## src/rtl/csr_pkg.sv

```systemverilog
// Purpose: Shared constants for the sample clock and reference capture control block
// Assumes: APB word registers at byte address four times the register index
// Notes:   Index, reset value, write mask and field position each named once here
package csr_pkg;

    localparam int ADDR_W = 12;
    localparam int DATA_W = 32;
    localparam int IDX_W  = 10;
    localparam int INT_W  = 4;
    localparam int DET_W  = 8;

    // Register indices
    localparam logic [IDX_W-1:0] IDX_CLK_DET    = 10'h11A;
    localparam logic [IDX_W-1:0] IDX_CLK_STAT   = 10'h11B;
    localparam logic [IDX_W-1:0] IDX_DCS1       = 10'h11C;
    localparam logic [IDX_W-1:0] IDX_DCS2       = 10'h11E;
    localparam logic [IDX_W-1:0] IDX_DCS3       = 10'h11F;
    localparam logic [IDX_W-1:0] IDX_REF_CTRL   = 10'h120;
    localparam logic [IDX_W-1:0] IDX_REF_IGNORE = 10'h121;
    localparam logic [IDX_W-1:0] IDX_INT_STATUS = 10'h130;
    localparam logic [IDX_W-1:0] IDX_INT_ENABLE = 10'h131;
    localparam logic [IDX_W-1:0] IDX_INT_CLEAR  = 10'h132;
    localparam logic [IDX_W-1:0] IDX_REF_FLAGS  = 10'h133;

    // Reset values
    localparam logic [7:0] RST_CLK_DET    = 8'h09;
    localparam logic [7:0] RST_DCS1       = 8'h08;
    localparam logic [7:0] RST_DCS2       = 8'h88;
    localparam logic [7:0] RST_DCS3       = 8'h84;
    localparam logic [7:0] RST_REF_CTRL   = 8'h00;
    localparam logic [7:0] RST_REF_IGNORE = 8'h00;
    localparam logic [3:0] RST_INT        = 4'h0;

    // Writable bits
    localparam logic [7:0] WM_CLK_DET    = 8'hFF;
    localparam logic [7:0] WM_DCS        = 8'hFB;
    localparam logic [7:0] WM_DCS3       = 8'hFF;
    localparam logic [7:0] WM_REF_CTRL   = 8'h5E;
    localparam logic [7:0] WM_REF_IGNORE = 8'h0F;

    // Field positions
    localparam int THR_LSB      = 3;
    localparam int DCS_PWR_BIT  = 0;
    localparam int DCS_EN_BIT   = 1;
    localparam int FLAG_RST_BIT = 6;
    localparam int TRANS_BIT    = 4;
    localparam int EDGE_BIT     = 3;
    localparam int MODE_LSB     = 1;

    // Field codes
    localparam logic [1:0] THR_FAST     = 2'h1;
    localparam logic [1:0] THR_SLOW     = 2'h3;
    localparam logic [7:0] DCS3_ON      = 8'h81;
    localparam logic [1:0] MODE_OFF     = 2'h0;
    localparam logic [1:0] MODE_CONT    = 2'h2 - 2'h1;
    localparam logic [1:0] MODE_COUNTED = 2'h2;

    // Interrupt bit positions
    localparam int INT_CAPTURE = 0;
    localparam int INT_SETUP   = 1;
    localparam int INT_HOLD    = 2;
    localparam int INT_CLK     = 3;

    // Clock loss timeouts in pclk cycles without a sample clock edge
    localparam logic [DET_W-1:0] DET_FAST_CYC = 8'h10;
    localparam logic [DET_W-1:0] DET_SLOW_CYC = 8'h40;

    typedef enum logic {ns_idle, ns_armed} csr_nshot_t;

endpackage

```

## src/rtl/csr_clock_sysref_regs.sv

```systemverilog
// Purpose: APB register block for sample clock detect, duty cycle stabilizers, reference capture
// Assumes: One pclk domain; sample_clk and sysref arrive synchronous to pclk
// Notes:   One wait state per APB access; ce low freezes every register
`timescale 1ns/10ps
module csr_clock_sysref_regs #(
    parameter logic [csr_pkg::DET_W-1:0] DET_FAST = csr_pkg::DET_FAST_CYC,
    parameter logic [csr_pkg::DET_W-1:0] DET_SLOW = csr_pkg::DET_SLOW_CYC
) (
    // Clock, reset and enable
    input  wire logic                        pclk,
    input  wire logic                        presetn,
    input  wire logic                        ce,
    // APB slave
    input  wire logic                        psel,
    input  wire logic                        penable,
    input  wire logic                        pwrite,
    input  wire logic [csr_pkg::ADDR_W-1:0]  paddr,
    input  wire logic [csr_pkg::DATA_W-1:0]  pwdata,
    output logic      [csr_pkg::DATA_W-1:0]  prdata,
    output logic                             pready,
    output logic                             pslverr,
    // Clock front end
    input  wire logic                        sample_clk,
    input  wire logic                        sysref,
    output logic                             clock_detected,
    output logic                             stab1_power_up,
    output logic                             stab1_enable,
    output logic                             stab2_power_up,
    output logic                             stab2_enable,
    output logic                             stab3_enable,
    // Reference capture and interrupt
    output logic                             ref_capture,
    output logic                             irq
);
    import csr_pkg::*;

    function automatic logic reg_mapped(input logic [IDX_W-1:0] idx);
        case (idx)
            IDX_CLK_DET, IDX_CLK_STAT, IDX_DCS1, IDX_DCS2, IDX_DCS3,
            IDX_REF_CTRL, IDX_REF_IGNORE, IDX_INT_STATUS, IDX_INT_ENABLE,
            IDX_INT_CLEAR, IDX_REF_FLAGS: return 1'b1;
            default: return 1'b0;
        endcase
    endfunction

    function automatic logic [7:0] masked(input logic [7:0] old, input logic [7:0] wr,
                                          input logic [7:0] wm);
        return (old & ~wm) | (wr & wm);
    endfunction

    // Register state
    logic [7:0]       clk_det_ctrl;
    logic [7:0]       stab_one;
    logic [7:0]       stab_two;
    logic [7:0]       stab_three;
    logic [7:0]       ref_ctrl;
    logic [7:0]       ref_ignore;
    logic [INT_W-1:0] int_status;
    logic [INT_W-1:0] int_enable;
    logic [7:0]       next_clk_det_ctrl;
    logic [7:0]       next_stab_one;
    logic [7:0]       next_stab_two;
    logic [7:0]       next_stab_three;
    logic [7:0]       next_ref_ctrl;
    logic [7:0]       next_ref_ignore;
    logic [INT_W-1:0] next_int_status;
    logic [INT_W-1:0] next_int_enable;
    logic             next_stab3_enable;
    logic             next_irq;
    // Bus state
    logic [DATA_W-1:0] next_prdata;
    logic              next_pready;
    logic              next_pslverr;
    // Clock detect state
    logic              sample_clk_q;
    logic [DET_W-1:0]  det_cnt;
    logic [DET_W-1:0]  next_det_cnt;
    logic [DET_W-1:0]  det_limit;
    logic              next_clock_detected;
    // Decode and events
    logic [IDX_W-1:0]  idx;
    logic              hit;
    logic              wr_done;
    logic [7:0]        rd_byte;
    logic [INT_W-1:0]  int_clr;
    logic [INT_W-1:0]  int_evt;
    logic              arm;
    logic              setup_err;
    logic              hold_err;
    logic              clk_edge;

    // APB decode; registers change only at the edge that completes the access
    always_comb begin
        idx     = paddr[ADDR_W-1:2];
        hit     = reg_mapped(idx) && (paddr[1:0] == 2'h0);
        wr_done = psel && penable && pready && pwrite && hit;
        case (idx)
            IDX_CLK_DET:    rd_byte = clk_det_ctrl;
            IDX_CLK_STAT:   rd_byte = {7'h00, clock_detected};
            IDX_DCS1:       rd_byte = stab_one;
            IDX_DCS2:       rd_byte = stab_two;
            IDX_DCS3:       rd_byte = stab_three;
            IDX_REF_CTRL:   rd_byte = ref_ctrl & WM_REF_CTRL;
            IDX_REF_IGNORE: rd_byte = ref_ignore & WM_REF_IGNORE;
            IDX_INT_STATUS: rd_byte = {4'h0, int_status};
            IDX_INT_ENABLE: rd_byte = {4'h0, int_enable};
            IDX_REF_FLAGS:  rd_byte = {6'h00, hold_err, setup_err};
            default:        rd_byte = 8'h00;
        endcase
        next_prdata  = prdata;
        next_pready  = 1'b0;
        next_pslverr = 1'b0;
        if (psel && penable && !pready) begin
            next_pready  = 1'b1;
            next_prdata  = {24'h000000, rd_byte};
            next_pslverr = !hit;
        end
    end

    always_ff @(posedge pclk or negedge presetn) begin
        if (!presetn) begin
            prdata  <= 32'h00000000;
            pready  <= 1'b0;
            pslverr <= 1'b0;
        end else if (ce) begin
            prdata  <= next_prdata;
            pready  <= next_pready;
            pslverr <= next_pslverr;
        end
    end

    // Register writes; masks keep read-only and reserved bits at reset value
    always_comb begin
        next_clk_det_ctrl = clk_det_ctrl;
        next_stab_one     = stab_one;
        next_stab_two     = stab_two;
        next_stab_three   = stab_three;
        next_ref_ctrl     = ref_ctrl;
        next_ref_ignore   = ref_ignore;
        next_int_enable   = int_enable;
        int_clr           = 4'h0;
        arm               = 1'b0;
        if (wr_done) begin
            case (idx)
                IDX_CLK_DET:    next_clk_det_ctrl = masked(clk_det_ctrl, pwdata[7:0],
                                                           WM_CLK_DET);
                IDX_DCS1:       next_stab_one = masked(stab_one, pwdata[7:0], WM_DCS);
                IDX_DCS2:       next_stab_two = masked(stab_two, pwdata[7:0], WM_DCS);
                IDX_DCS3:       next_stab_three = masked(stab_three, pwdata[7:0], WM_DCS3);
                IDX_REF_CTRL: begin
                    next_ref_ctrl = masked(ref_ctrl, pwdata[7:0], WM_REF_CTRL);
                    // Each write that selects counted mode re-arms the capture
                    arm = (pwdata[MODE_LSB+:2] == MODE_COUNTED);
                end
                IDX_REF_IGNORE: next_ref_ignore = masked(ref_ignore, pwdata[7:0],
                                                         WM_REF_IGNORE);
                IDX_INT_ENABLE: next_int_enable = pwdata[INT_W-1:0];
                IDX_INT_CLEAR:  int_clr = pwdata[INT_W-1:0];
                default:        next_int_enable = int_enable;
            endcase
        end
        next_stab3_enable = (next_stab_three == DCS3_ON);
        next_irq          = |(next_int_status & next_int_enable);
    end

    // Sticky interrupt bits: an event in the clearing cycle wins
    always_comb begin
        int_evt              = 4'h0;
        int_evt[INT_CAPTURE] = ref_capture;
        int_evt[INT_SETUP]   = setup_err;
        int_evt[INT_HOLD]    = hold_err;
        int_evt[INT_CLK]     = clock_detected ^ next_clock_detected;
    end

    genvar g;
    generate
        for (g = 0; g < INT_W; g++) begin : g_sticky
            assign next_int_status[g] = int_evt[g] | (int_status[g] & ~int_clr[g]);
        end
    endgenerate

    always_ff @(posedge pclk or negedge presetn) begin
        if (!presetn) begin
            clk_det_ctrl <= RST_CLK_DET;
            stab_one     <= RST_DCS1;
            stab_two     <= RST_DCS2;
            stab_three   <= RST_DCS3;
            ref_ctrl     <= RST_REF_CTRL;
            ref_ignore   <= RST_REF_IGNORE;
            int_status   <= RST_INT;
            int_enable   <= RST_INT;
            stab3_enable <= 1'b0;
            irq          <= 1'b0;
        end else if (ce) begin
            clk_det_ctrl <= next_clk_det_ctrl;
            stab_one     <= next_stab_one;
            stab_two     <= next_stab_two;
            stab_three   <= next_stab_three;
            ref_ctrl     <= next_ref_ctrl;
            ref_ignore   <= next_ref_ignore;
            int_status   <= next_int_status;
            int_enable   <= next_int_enable;
            stab3_enable <= next_stab3_enable;
            irq          <= next_irq;
        end
    end

    // Stabilizer one and two controls drive the front end straight from their bits
    assign stab1_power_up = stab_one[DCS_PWR_BIT];
    assign stab1_enable   = stab_one[DCS_EN_BIT];
    assign stab2_power_up = stab_two[DCS_PWR_BIT];
    assign stab2_enable   = stab_two[DCS_EN_BIT];

    // Clock detect: lost once no sample clock edge is seen within the timeout
    always_comb begin
        clk_edge            = sample_clk ^ sample_clk_q;
        det_limit           = (clk_det_ctrl[THR_LSB+:2] == THR_SLOW) ? DET_SLOW : DET_FAST;
        next_det_cnt        = det_cnt;
        next_clock_detected = clock_detected;
        if (clk_edge) begin
            next_det_cnt        = {DET_W{1'b0}};
            next_clock_detected = 1'b1;
        end else begin
            if (det_cnt < det_limit) begin
                next_det_cnt = det_cnt + 8'h01;
            end
            if (det_cnt >= det_limit - 8'h01) begin
                next_clock_detected = 1'b0;
            end
        end
    end

    always_ff @(posedge pclk or negedge presetn) begin
        if (!presetn) begin
            sample_clk_q   <= 1'b0;
            det_cnt        <= {DET_W{1'b0}};
            clock_detected <= 1'b0;
        end else if (ce) begin
            sample_clk_q   <= sample_clk;
            det_cnt        <= next_det_cnt;
            clock_detected <= next_clock_detected;
        end
    end

    csr_ref_capture u_capture (
        .pclk         (pclk),
        .presetn      (presetn),
        .ce           (ce),
        .sample_clk   (sample_clk),
        .sample_clk_q (sample_clk_q),
        .sysref       (sysref),
        .edge_sel     (ref_ctrl[EDGE_BIT]),
        .trans_sel    (ref_ctrl[TRANS_BIT]),
        .mode         (ref_ctrl[MODE_LSB+:2]),
        .flag_reset   (ref_ctrl[FLAG_RST_BIT]),
        .ignore_count (ref_ignore[3:0]),
        .arm          (arm),
        .capture      (ref_capture),
        .setup_err    (setup_err),
        .hold_err     (hold_err)
    );
endmodule // csr_clock_sysref_regs

```

## src/rtl/csr_ref_capture.sv

```systemverilog
// Purpose: Reference capture on the chosen sample clock edge, with setup and hold flags
// Assumes: sample_clk and sysref are synchronous to pclk; sample_clk_q is its last sample
// Notes:   Counted mode arms on the arm pulse and captures once
`timescale 1ns/10ps
module csr_ref_capture (
    // Clock and reset
    input  wire logic       pclk,
    input  wire logic       presetn,
    input  wire logic       ce,
    // Link side samples
    input  wire logic       sample_clk,
    input  wire logic       sample_clk_q,
    input  wire logic       sysref,
    // Configuration
    input  wire logic       edge_sel,
    input  wire logic       trans_sel,
    input  wire logic [1:0] mode,
    input  wire logic       flag_reset,
    input  wire logic [3:0] ignore_count,
    input  wire logic       arm,
    // Results
    output logic            capture,
    output logic            setup_err,
    output logic            hold_err
);
    import csr_pkg::*;

    logic       ref_q;
    logic       ref_cap;
    logic       hold_chk;
    logic [3:0] skip_cnt;
    csr_nshot_t state;
    logic       next_ref_q;
    logic       next_ref_cap;
    logic       next_hold_chk;
    logic [3:0] next_skip_cnt;
    csr_nshot_t next_state;
    logic       next_capture;
    logic       next_setup_err;
    logic       next_hold_err;
    logic       cap_edge;
    logic       valid_tr;

    always_comb begin
        cap_edge = edge_sel ? (sample_clk_q & ~sample_clk) : (~sample_clk_q & sample_clk);
        valid_tr = trans_sel ? (ref_cap & ~sysref) : (~ref_cap & sysref);
        next_ref_q     = sysref;
        next_ref_cap   = cap_edge ? sysref : ref_cap;
        next_hold_chk  = cap_edge;
        next_state     = state;
        next_skip_cnt  = skip_cnt;
        next_capture   = 1'b0;
        if (mode == MODE_CONT && cap_edge && valid_tr) begin
            next_capture = 1'b1;
        end
        case (state)
            ns_idle: begin
                next_state = ns_idle;
            end
            ns_armed: begin
                if (mode != MODE_COUNTED) begin
                    next_state = ns_idle;
                end else if (cap_edge && valid_tr) begin
                    if (skip_cnt == 4'h0) begin
                        next_capture = 1'b1;
                        next_state   = ns_idle;
                    end else begin
                        next_skip_cnt = skip_cnt - 4'h1;
                    end
                end
            end
            default: next_state = ns_idle;
        endcase
        if (arm) begin
            next_state    = ns_armed;
            next_skip_cnt = ignore_count;
        end
        // Flag reset holds the flags clear, so it beats a coincident error
        if (flag_reset) begin
            next_setup_err = 1'b0;
            next_hold_err  = 1'b0;
        end else begin
            next_setup_err = setup_err | (cap_edge & (sysref ^ ref_q));
            next_hold_err  = hold_err | (hold_chk & (sysref ^ ref_cap));
        end
    end

    always_ff @(posedge pclk or negedge presetn) begin
        if (!presetn) begin
            ref_q     <= 1'b0;
            ref_cap   <= 1'b0;
            hold_chk  <= 1'b0;
            skip_cnt  <= 4'h0;
            state     <= ns_idle;
            capture   <= 1'b0;
            setup_err <= 1'b0;
            hold_err  <= 1'b0;
        end else if (ce) begin
            ref_q     <= next_ref_q;
            ref_cap   <= next_ref_cap;
            hold_chk  <= next_hold_chk;
            skip_cnt  <= next_skip_cnt;
            state     <= next_state;
            capture   <= next_capture;
            setup_err <= next_setup_err;
            hold_err  <= next_hold_err;
        end
    end
endmodule // csr_ref_capture

```

## config.mk

```make
export PLATFORM = sky130hd
export DESIGN_NAME = csr_clock_sysref_regs
export DESIGN_NICKNAME = d
export VERILOG_FILES = /design/src/rtl/csr_pkg.sv /design/src/rtl/csr_clock_sysref_regs.sv /design/src/rtl/csr_ref_capture.sv
export SDC_FILE = /design/constraint.sdc
export NUM_CORES = 1
export LEC_CHECK = 0
export BUFFER_PORTS_ARGS = -buffer_cell sky130_fd_sc_hd__clkbuf_2
export CAP_MARGIN = 40
export CORE_ASPECT_RATIO = 0.9
export CORE_MARGIN = 2
export CORE_UTILIZATION = 60
export DETAILED_ROUTE_END_ITERATION = 8
export PLACE_DENSITY = 0.94
export SLEW_MARGIN = 20
export SYNTH_ARGS = -nofsm -noshare
export SYNTH_HDL_FRONTEND = slang
export SYNTH_SLANG_ARGS = --single-unit
export TNS_END_PERCENT = 5
```

## constraint.sdc

```tcl
create_clock -name pclk -period 5.6 [get_ports pclk]
set_input_delay 0.28 -clock pclk [delete_from_list [all_inputs] [get_ports pclk]]
set_output_delay 0.28 -clock pclk [all_outputs]
set_load 0.005 [all_outputs]
```

==> Flow_metrics.wiki, run 1 <==
{| class="wikitable"
! Metric !! Value
|-
| Busiest grt layer || met2
|-
| Total gr overflow || 0
|-
| Largest buffer count on any clock path || 2
|-
| Number of nets still failing antenna checks after routing || 0
|-
| Sinks on Clock Net || 80
|-
| Proportion of synthesized chip area in sequential cells || 0.437
|-
| 1st-pass router iterations || 8
|-
| Critical Setup Path Class || register to register
|-
| Maxcap violations || 0
|-
| Slowest cell on crit path || or4_1
|-
| Fraction of power consumed by sequential logic || 0.517
|-
| Predominant post-synthesis flop cell || dfrtp_1
|-
| Total leakage power || approximately 0.0023 uW
|-
| Final Skew || between 10 and 15 ps
|-
| Number of warnings printed during yosys synthesis || 0
|-
| Arr. time, crit path || ~2700 ps
|-
| Buffers inserted during post-CTS setup optimization || 0
|-
| Vert. Die Dim || ~87 microns
|-
| Clock-pin slew reported for the worst setup and hold paths after clock tree synthesis || 90 ps
|-
| Cell area after synthesis || around 4600 sq um
|-
| Wire length per cell after detailed routing || roughly 20 microns
|-
| Final Cell Area || 5020 sq um
|-
| TritonCTS Buffers || 9
|-
| Worst hold slack after final layout || around 150 ps
|-
| Count of vias placed by the detailed router || approximately 3700
|-
| Hold-fix buffers at CTS || 1
|-
| Count of distinct cell types in the synthesized netlist || between 70 and 80
|-
| Max IR drop VDD || around 0.0002 V
|-
| Post-detailed-routing wire length || 11300 microns
|-
| Leading post-synthesis cells by instance count || 73 x dfrtp_1, 36 x mux2_1, 29 x nand2_1, 26 x buf_4, 20 x nand3_1
|-
| Layout Area Growth over Synthesis || 9.05%
|-
| Share of total power in the clock network || 0.394
|-
| Synthesized netlist cell count || 434
|-
| Fmax achieved || 426 MHz
|-
| Layout cells sized above 1 || 0.197
|-
| Headroom to the max-slew limit || 0.439
|-
| Cell row count || 30
|-
| Overall global routing resource usage || 0.276
|-
| Placed insts || ~560
|-
| Result of the run || finished clean
|-
| Diode insertion count for antenna repair || 0
|-
| Synthesized area per cell || ~11 sq um
|-
| Core Footprint || 7510 sq um
|-
| Die width || about 96 microns
|-
| Number of nets in the final layout || about 530
|-
| Flip-flop and latch count after synthesis || 80
|-
| Final hold violation count || 0
|-
| Internal Pwr Total || 835 uW
|-
| H-tree depth reported by CTS || 3
|-
| Global-route wire length before repair || between 15000 and 20000 microns
|-
| Power density over cell area || approximately 230 nW/um^2
|-
| Starting density of the core || 0.613
|-
| Final setup viols || 0
|-
| Crit path capture type || register
|-
| Detailed Place HPWL || 8010 microns
|-
| Global-route track usage on met3 || 0.0805
|-
| Floorplan die area || ~8400 sq um
|-
| DR iter-0 viols || approximately 330
|-
| Worst path cell trace || nand2_1 -> ha_1 -> a211oi_1 -> o21ai_1 -> or4_1 -> a21oi_1
|-
| Pin slew with the least headroom to its limit || 838 ps
|-
| Cell type with the highest aggregate area in the netlist || dfrtp_1
|-
| CP Max Fanout || 8
|-
| Worst skew pair latency || about 380 ps
|-
| Via count of the first global-routing pass || 3292
|-
| Synth top area cells || dfrtp_1 40%, mux2_1 8.8%, buf_4 4.2%
|-
| Final GP Congestion || roughly 0.94
|-
| CTS tree || done
|-
| Most frequently used cell type in the post-synthesis netlist || dfrtp_1
|-
| Maximum number of pins on one net before global-route repair || 49
|-
| Type of the most critical hold path || primary input to register
|-
| RSZ-0062 raised after global routing || no
|-
| Switching component of the power || roughly 320 uW
|-
| Fill cell instance count of the final layout || roughly 570
|-
| Final worst path period share || 0.419
|-
| Final total negative setup slack || 0 ps
|-
| Remaining DRCs || 0
|-
| CTS root buffer || clkbuf_8
|-
| Placed Area || 4790 sq um
|-
| CP startpoint kind || register
|-
| Share of total power in combinational logic || 0.088
|-
| Area share of the largest cell type after synthesis || 0.397
|-
| Met2 capacity usage during global routing || 0.421
|-
| Fraction of synthesis flops using an asynchronous set or reset pin || 1.00
|-
| Final Non-Filler Cells || between 500 and 600
|-
| Data required time at the worst endpoint || 5910 ps
|-
| Count of cells resized by post-cts repair || 0
|-
| Initial antenna violation count || 0
|-
| Highest cell delay on the worst timing path || just under 600 ps
|-
| Buffers on Ports || between 40 and 50
|-
| Switching share of power || 0.276
|-
| Met1 Track Usage GR || 0.386
|-
| Number of flops mapped to enable cells by yosys || 0
|-
| Count of pins on the block boundary || 94
|-
| Vias per cell || approximately 6.5
|-
| Pins over their slew limit || 0
|-
| Minimum clock period after layout || around 2300 ps
|}
-- area by class of cell --
type	count	area [sq um]	area share
well taps	96	120	0.0239
clock inverters	7	83.8	0.0167
multi-input cells	314	2340	0.465
clock buffers	9	124	0.0247
flip-flops and latches	80	2010	0.401
repair buffers	48	273	0.0544
inverters	19	71.3	0.0142
-- per-layer routing --
layer | up-vias | wire length [microns]
li1 | 1644 | -
met1 | 1808 | 4680
met3 | 28 | 1190
met5 | - | 0
met2 | 236 | 5150
met4 | 0 | 248
-- worst max-delay path, delay by kind of cell (launching register included) --
family,cells,cell delay (ps)
adder cells (fa/ha/maj),1,340
AND/OR/NAND/NOR,2,740
AO/OA/AOI/OAI,3,650
flip-flops,1,550
-- stage by stage --
step	total power, uW	util	setup WS (ps)
after floorplan	673	-	3540
after global placement	701	0.635	3060
after detailed placement	708	0.639	2980
after CTS	1150	0.668	3260
after global routing	1190	0.669	3100
final	1150	0.669	3250
-- path summary, 6_finish.rpt --
path,from,endpoint,slack [ps],cells past startpoint
setup / recovery,clk_det_ctrl[3]$_DFFE_PN1P_,det_cnt[5]$_DFFE_PN0P_,3250,6
hold / removal,sample_clk,sample_clk_q$_DFFE_PN0P_,150,3
setup reg to reg,clk_det_ctrl[3]$_DFFE_PN1P_,det_cnt[5]$_DFFE_PN0P_,3250,6
hold reg to reg,prdata[1]$_DFFE_PN0P_,prdata[1]$_DFFE_PN0P_,490,2
max in group asynchronous,presetn,stab_two[3]$_DFFE_PN1P_,4570,3
min in group asynchronous,presetn,u_capture.ref_q$_DFFE_PN0P_,390,2
-- sequential cells by signal, indices dropped and copies added (netlist names), 4 cells and up --
| signal | cells |
|---|---|
| u_capture.skip_cnt | 4 |
| ref_ignore | 4 |
| prdata | 8 |
| det_cnt | 8 |
| stab_two | 7 |
| clk_det_ctrl | 8 |
| int_enable | 4 |
| stab_one | 7 |
| stab_three | 8 |
| int_status | 4 |
| ref_ctrl | 5 |
-- kinds of logic (layout without fill, tap and decap cells) --
logic type               after synthesis  after routing  share of synthesized area
adder cells (fa/ha/maj)               10             10                     0.0272
multiplexers                          52             52                      0.132
other                                  1             24                   0.000815
AND/OR/NAND/NOR                      125            125                      0.166
AO/OA/AOI/OAI                        100            100                      0.157
flip-flops                            80             80                      0.437
buffers and inverters                 63             83                     0.0742
XOR/XNOR                               3              3                    0.00571
-- power groups by stage --
stage | Combinational, uW | Sequential [uW] | Clock (uW)
3_3_place_gp | 93.5 | 607 | 0
5_1_grt | 115 | 599 | 476
6_report | 102 | 597 | 455
3_5_place_dp | 100 | 608 | 0
4_1_cts | 101 | 597 | 453
2_1_floorplan | 66.6 | 606 | 0
-- cells in the final DEF (no fill, tap or decap), types with 10 or more instances in the layout --
master	count
nand3_1	20
inv_1	19
a22o_1	11
conb_1	24
a21oi_1	11
ha_1	10
mux2_1	36
dfrtp_1	73
o21ai_1	11
o21ai_0	12
nor2_1	17
clkbuf_2	44
nand2_1	29
Note: power is estimated with default switching activity, not from simulation.
==> inputs of run 2 (changes only) <==
Settings changed: CORE_UTILIZATION 60 to 50, PLACE_DENSITY 0.94 to 0.85.
Clock period 5.6 ns to 2 ns, I/O delays scaled along.
==> Flow_metrics.wiki, run 2 (synthesized netlist as in run 1, its figures left out) <==
{| class="wikitable"
! Metric !! Value
|-
| H-tree depth reported by CTS || 3
|-
| Fill cell instance count of the final layout || ~750
|-
| Critical Setup Path Class || register to register
|-
| Sinks on Clock Net || 80
|-
| Last element of the critical path || clock_detected$_DFFE_PN0P_
|-
| Max IR drop VDD || about 0.00048 V
|-
| Pins over their slew limit || 0
|-
| Cell row count || 33
|-
| CP startpoint kind || register
|-
| Worst setup path startpoint || clk_det_ctrl[3]$_DFFE_PN1P_
|-
| Initial antenna violation count || 0
|-
| Switching component of the power || between 800 and 900 uW
|-
| TritonCTS Buffers || 9
|-
| Fraction of power consumed by sequential logic || 0.501
|-
| DR iter-0 viols || 300
|-
| Vert. Die Dim || 95.0 microns
|-
| Buffers on Ports || 45
|-
| Final worst path period share || 1.02
|-
| Detailed Place HPWL || between 8000 and 9000 microns
|-
| 1st-pass router iterations || 5
|-
| Crit path capture type || register
|-
| Number of nets still failing antenna checks after routing || 0
|-
| Remaining DRCs || 0
|-
| Share of total power in the clock network || 0.406
|-
| Most frequent cells in the layout || 73 x dfrtp_1, 44 x clkbuf_2, 36 x mux2_1
|-
| Floorplan die area || roughly 10000 sq um
|-
| Pin slew with the least headroom to its limit || around 660 ps
|-
| Die width || around 110 microns
|-
| Final Skew || between 8 and 9 ps
|-
| RSZ-0062 raised after global routing || yes
|-
| Overall global routing resource usage || 0.242
|-
| Minimum clock period after layout || slightly above 2000 ps
|-
| CTS root buffer || clkbuf_8
|-
| Most frequent standard cell in the layout excluding fill and tap cells || dfrtp_1
|-
| Count of pins on the block boundary || 94
|-
| Starting density of the core || 0.509
|-
| Count of vias placed by the detailed router || 3781
|-
| Global-route wire length before repair || 18700 microns
|-
| Result of the run || finished, violations left
|-
| Smallest setup slack after layout || -42.6 ps
|-
| Headroom to the max-slew limit || 0.559
|-
| Area taken by multi-input logic gates || 2410 sq um
|-
| Register-to-register setup slack || -40 ps
|-
| Layout Area Growth over Synthesis || 16.8%
|-
| CTS tree || done
|-
| Fmax achieved || between 400 and 500 MHz
|-
| Layout cells sized above 1 || 0.260
|-
| Maximum number of pins on one net before global-route repair || between 80 and 90
|-
| Internal Pwr Total || roughly 2500 uW
|-
| Clock-pin slew reported for the worst setup and hold paths after clock tree synthesis || 90 ps
|-
| RR Endpoint || clock_detected$_DFFE_PN0P_
|-
| Largest buffer count on any clock path || 2
|-
| Final hold violation count || 0
|-
| Number of nets in the final layout || roughly 570
|-
| Final GP Congestion || between 0.9 and 1
|-
| Share of total power in combinational logic || 0.093
|-
| Switching share of power || 0.253
|-
| Wire length per cell after detailed routing || 18.2 microns
|-
| Power density over cell area || around 620 nW/um^2
|-
| Core Footprint || around 9000 sq um
|-
| Total leakage power || between 0.002 and 0.003 uW
|-
| Register area || approximately 2000 sq um
|-
| Data required time at the worst endpoint || roughly 2300 ps
|-
| Post-detailed-routing wire length || ~11000 microns
|-
| Reg2Reg Launch Point || clk_det_ctrl[3]$_DFFE_PN1P_
|-
| Maxcap violations || 0
|-
| CP Max Fanout || 3
|-
| Worst slack at placement || -38.8 ps
|-
| Diode insertion count for antenna repair || 0
|-
| Final setup viols || 1
|-
| Worst hold slack after final layout || 40.4 ps
|-
| Vias per cell || around 6.0
|-
| Cells on worst reg2reg path || 8
|-
| Overall power consumption || 3340 uW
|-
| Worst skew pair latency || about 360 ps
|-
| Type of the most critical hold path || primary input to register
|-
| Arr. time, crit path || about 2300 ps
|-
| Failing checks || setup timing
|-
| Via count of the first global-routing pass || 3593
|-
| Total gr overflow || 0
|}
-- run 2: changes by cell type in the layout (fill, tap and decap cells not counted), moves of 2 or more --
cell / before / now
ha_4: 0 / 2
buf_4: 2 / 31
inv_6: 3 / 0
a21oi_1: 11 / 9
a21oi_2: 0 / 2
ha_1: 10 / 8
-- run 2: worst min path at each step --
| stage | depth (start not counted) | startpoint | slack (ps) | end |
|---|---|---|---|---|
| after floorplan | 0 | presetn | -200 | clk_det_ctrl[1]$_DFFE_PN0P_ |
| after global placement | 2 | presetn | 150 | u_capture.ref_cap$_DFFE_PN0P_ |
| after detailed placement | 2 | presetn | 160 | u_capture.ref_q$_DFFE_PN0P_ |
| after CTS | 2 | pwdata[5] | 30 | stab_one[5]$_DFFE_PN0P_ |
| after global routing | 2 | pwdata[5] | 30 | stab_two[5]$_DFFE_PN0P_ |
| final | 2 | pwdata[5] | 40 | stab_one[5]$_DFFE_PN0P_ |
-- run 2: repair_timing --
item	4_1_cts	5_1_grt
setup endpoints to repair	2	5
hold buffers	2	0
setup buffers	0	2
resized for setup	1	11
endpoints found under the hold margin	74	0
pin swaps	0	5
-- run 2: stage by stage --
step,std cells,cell area (sq um),setup TNS (ps),utilization
finish,630,5380,-42.6,0.594
global route,630,5380,-123,0.594
CTS,628,5300,-22.5,0.586
detailed placement,610,5040,-38.8,0.558
global placement,610,5040,0,0.558
floorplan,457,4700,0,-
-- run 2: worst max-delay path, cell delays in order, from the launching register on --
cell and delay, ps:
dfstp_2 570, nand2_4 70, buf_6 130, buf_4 120, ha_1 160, o21bai_1 160, a2111oi_0 500, o21ai_0 160
o21ai_0 90
-- run 2: cell type report --
type                    count  area share
clock buffers              11      0.0263
clock inverters             5      0.0151
inverters                  19      0.0133
multi-input cells         314       0.449
flip-flops and latches     80       0.374
well taps                 122      0.0284
repair buffers             79      0.0938
-- run 2: metal layers --
metal  track usage  wire length, microns
met2         0.372                  5090
met1         0.351                  5210
met3        0.0369                   930
met4        0.0878                   226
met5             0                     0
-- run 2: power groups by stage --
stage / Combinational (uW) / Clock (uW) / Sequential, uW
after floorplan: 188 / 0 / 1700
after global placement: 291 / 0 / 1700
after detailed placement: 299 / 0 / 1700
after CTS: 305 / 1360 / 1670
after global routing: 349 / 1430 / 1680
final: 311 / 1360 / 1670
==> inputs of run 3 (changes only) <==
Settings changed: CORE_ASPECT_RATIO 0.9 to 0.5.
==> Flow_metrics.wiki, run 3 (synthesized netlist as in run 1, its figures left out) <==
{| class="wikitable"
! Metric !! Value
|-
| Fill cell instance count of the final layout || 682
|-
| Routed length on met1 || just under 5000 microns
|-
| Largest buffer count on any clock path || 2
|-
| Placed insts || between 600 and 700
|-
| Most frequent cells in the layout || 72 x dfrtp_1, 44 x clkbuf_2, 36 x mux2_1
|-
| Final total negative setup slack || 0 ps
|-
| Smallest setup slack after layout || between 2 and 3 ps
|-
| Remaining DRCs || 0
|-
| Die width || approximately 140 microns
|-
| Initial antenna violation count || 0
|-
| Critical Setup Path Class || register to register
|-
| Register area || ~2000 sq um
|-
| Final hold violation count || 0
|-
| Count of vias placed by the detailed router || 3758
|-
| Overall global routing resource usage || 0.248
|-
| Starting density of the core || 0.521
|-
| CP startpoint kind || register
|-
| Data required time at the worst endpoint || approximately 2300 ps
|-
| Maxcap violations || 0
|-
| CTS tree || done
|-
| Final setup viols || 0
|-
| Power density over cell area || 701 nW/um^2
|-
| Headroom to the max-slew limit || 0.519
|-
| Maximum number of pins on one net before global-route repair || 59
|-
| Arr. time, crit path || 2260 ps
|-
| Final Skew || a little over 6 ps
|-
| Type of the most critical hold path || primary input to register
|-
| TritonCTS Buffers || 9
|-
| Count of pins on the block boundary || 94
|-
| H-tree depth reported by CTS || 3
|-
| Final worst path period share || 0.999
|-
| Final Non-Filler Cells || about 600
|-
| Final Cell Area || around 5400 sq um
|-
| Most frequent standard cell in the layout excluding fill and tap cells || dfrtp_1
|-
| Placed Area || approximately 5000 sq um
|-
| Vias per cell || a little over 6
|-
| Vert. Die Dim || ~70 microns
|-
| Result of the run || finished clean
|-
| Pins over their slew limit || 0
|-
| Total gr overflow || 0
|-
| Total met2 wirelength after detailed routing || 5670 microns
|-
| CP Max Fanout || 3
|-
| RSZ-0062 raised after global routing || yes
|-
| Crit path capture type || register
|-
| Wire length on met3 || 1010 microns
|-
| Final GP Congestion || approximately 0.94
|-
| Buffers on Ports || 45
|-
| Global-route wire length before repair || between 15000 and 20000 microns
|-
| Area taken by multi-input logic gates || 2370 sq um
|-
| Worst skew pair latency || around 340 ps
|-
| Sinks on Clock Net || 80
|-
| Worst slack at placement || 12.5 ps
|-
| Max IR drop VDD || 0.000403 V
|-
| Via count of the first global-routing pass || approximately 3700
|-
| Floorplan die area || about 10000 sq um
|-
| Diode insertion count for antenna repair || 0
|-
| Clock-pin slew reported for the worst setup and hold paths after clock tree synthesis || ~60 ps
|-
| Layout Area Growth over Synthesis || 16.8%
|-
| Layout cells sized above 1 || 0.248
|-
| Wire length per cell after detailed routing || between 15 and 20 microns
|-
| Number of nets in the final layout || about 560
|-
| CTS root buffer || clkbuf_16
|-
| Minimum clock period after layout || between 1500 and 2000 ps
|-
| 1st-pass router iterations || 6
|-
| Cell row count || 24
|-
| Final core area utilization || 0.609
|-
| Fmax achieved || roughly 500 MHz
|-
| Pin slew with the least headroom to its limit || between 700 and 800 ps
|-
| Post-detailed-routing wire length || between 10000 and 15000 microns
|-
| Top layer in use || met4
|-
| Total leakage power || roughly 0.0025 uW
|-
| Number of nets still failing antenna checks after routing || 0
|-
| Detailed Place HPWL || roughly 8600 microns
|-
| Core Footprint || 8830 sq um
|-
| DR iter-0 viols || between 400 and 500
|}
[run 3: through the flow]
stage / hold WS, ps / total power [uW]
after floorplan: -196 / 1890
after global placement: 6.88 / 1990
after detailed placement: 10.1 / 2010
after CTS: 5.97 / 3780
after global routing: 47.5 / 3900
final: 10.6 / 3770
[run 3: metal layers]
metal,vias up,track usage
met1,1829,0.317
met2,192,0.405
met5,-,0
met4,0,0.0911
li1,1706,-
met3,31,0.0755
[run 3: final timing paths]
| check | cells past startpoint | start | endpoint | slack, ps |
|---|---|---|---|---|
| worst max-delay path | 8 | clk_det_ctrl[4]$_DFFE_PN0P_ | det_cnt[5]$_DFFE_PN0P_ | 3 |
| worst min-delay path | 3 | sample_clk | sample_clk_q$_DFFE_PN0P_ | 10 |
| worst max register to register | 8 | clk_det_ctrl[4]$_DFFE_PN0P_ | det_cnt[5]$_DFFE_PN0P_ | 3 |
| worst min register to register | 2 | prdata[2]$_DFFE_PN0P_ | prdata[2]$_DFFE_PN0P_ | 490 |
| max in group asynchronous | 3 | presetn | clk_det_ctrl[3]$_DFFE_PN1P_ | 1160 |
| min in group asynchronous | 2 | presetn | ref_ctrl[6]$_DFFE_PN0P_ | 190 |
[run 3: where the power goes]
| group | internal [uW] | switching, uW | leakage (uW) |
|---|---|---|---|
| logic | 106 | 205 | 0.00130 |
| clock network | 1100 | 685 | 0.000153 |
| registers | 1650 | 24.8 | 0.00104 |
| total | 2860 | 915 | 0.00249 |
[run 3: cell type report]
class                      count  area share
clock inverter                 6      0.0168
clock buffer                  10      0.0426
timing repair buffer          72      0.0852
tap                          117      0.0272
inverter                      19      0.0133
multi-input combinational    314       0.441
sequential                    80       0.374
[run 3: timing repair]
| item | CTS | global route |
|---|---|---|
| hold buffers | 1 | 0 |
| gates resized for setup | 1 | 5 |
| setup buffers | 0 | 0 |
| endpoints found under the hold margin | 22 | 0 |
| endpoints found under the setup margin | 1 | 19 |
[run 3: worst max-delay path, cell delays in order, from the launching register on]
cell and delay [ps]:
dfrtp_2 450, nand2_1 100, buf_4 120, ha_1 130
nand2b_1 90, a211oi_2 280, o21ai_2 80, or4_1 520
a21oi_2 160
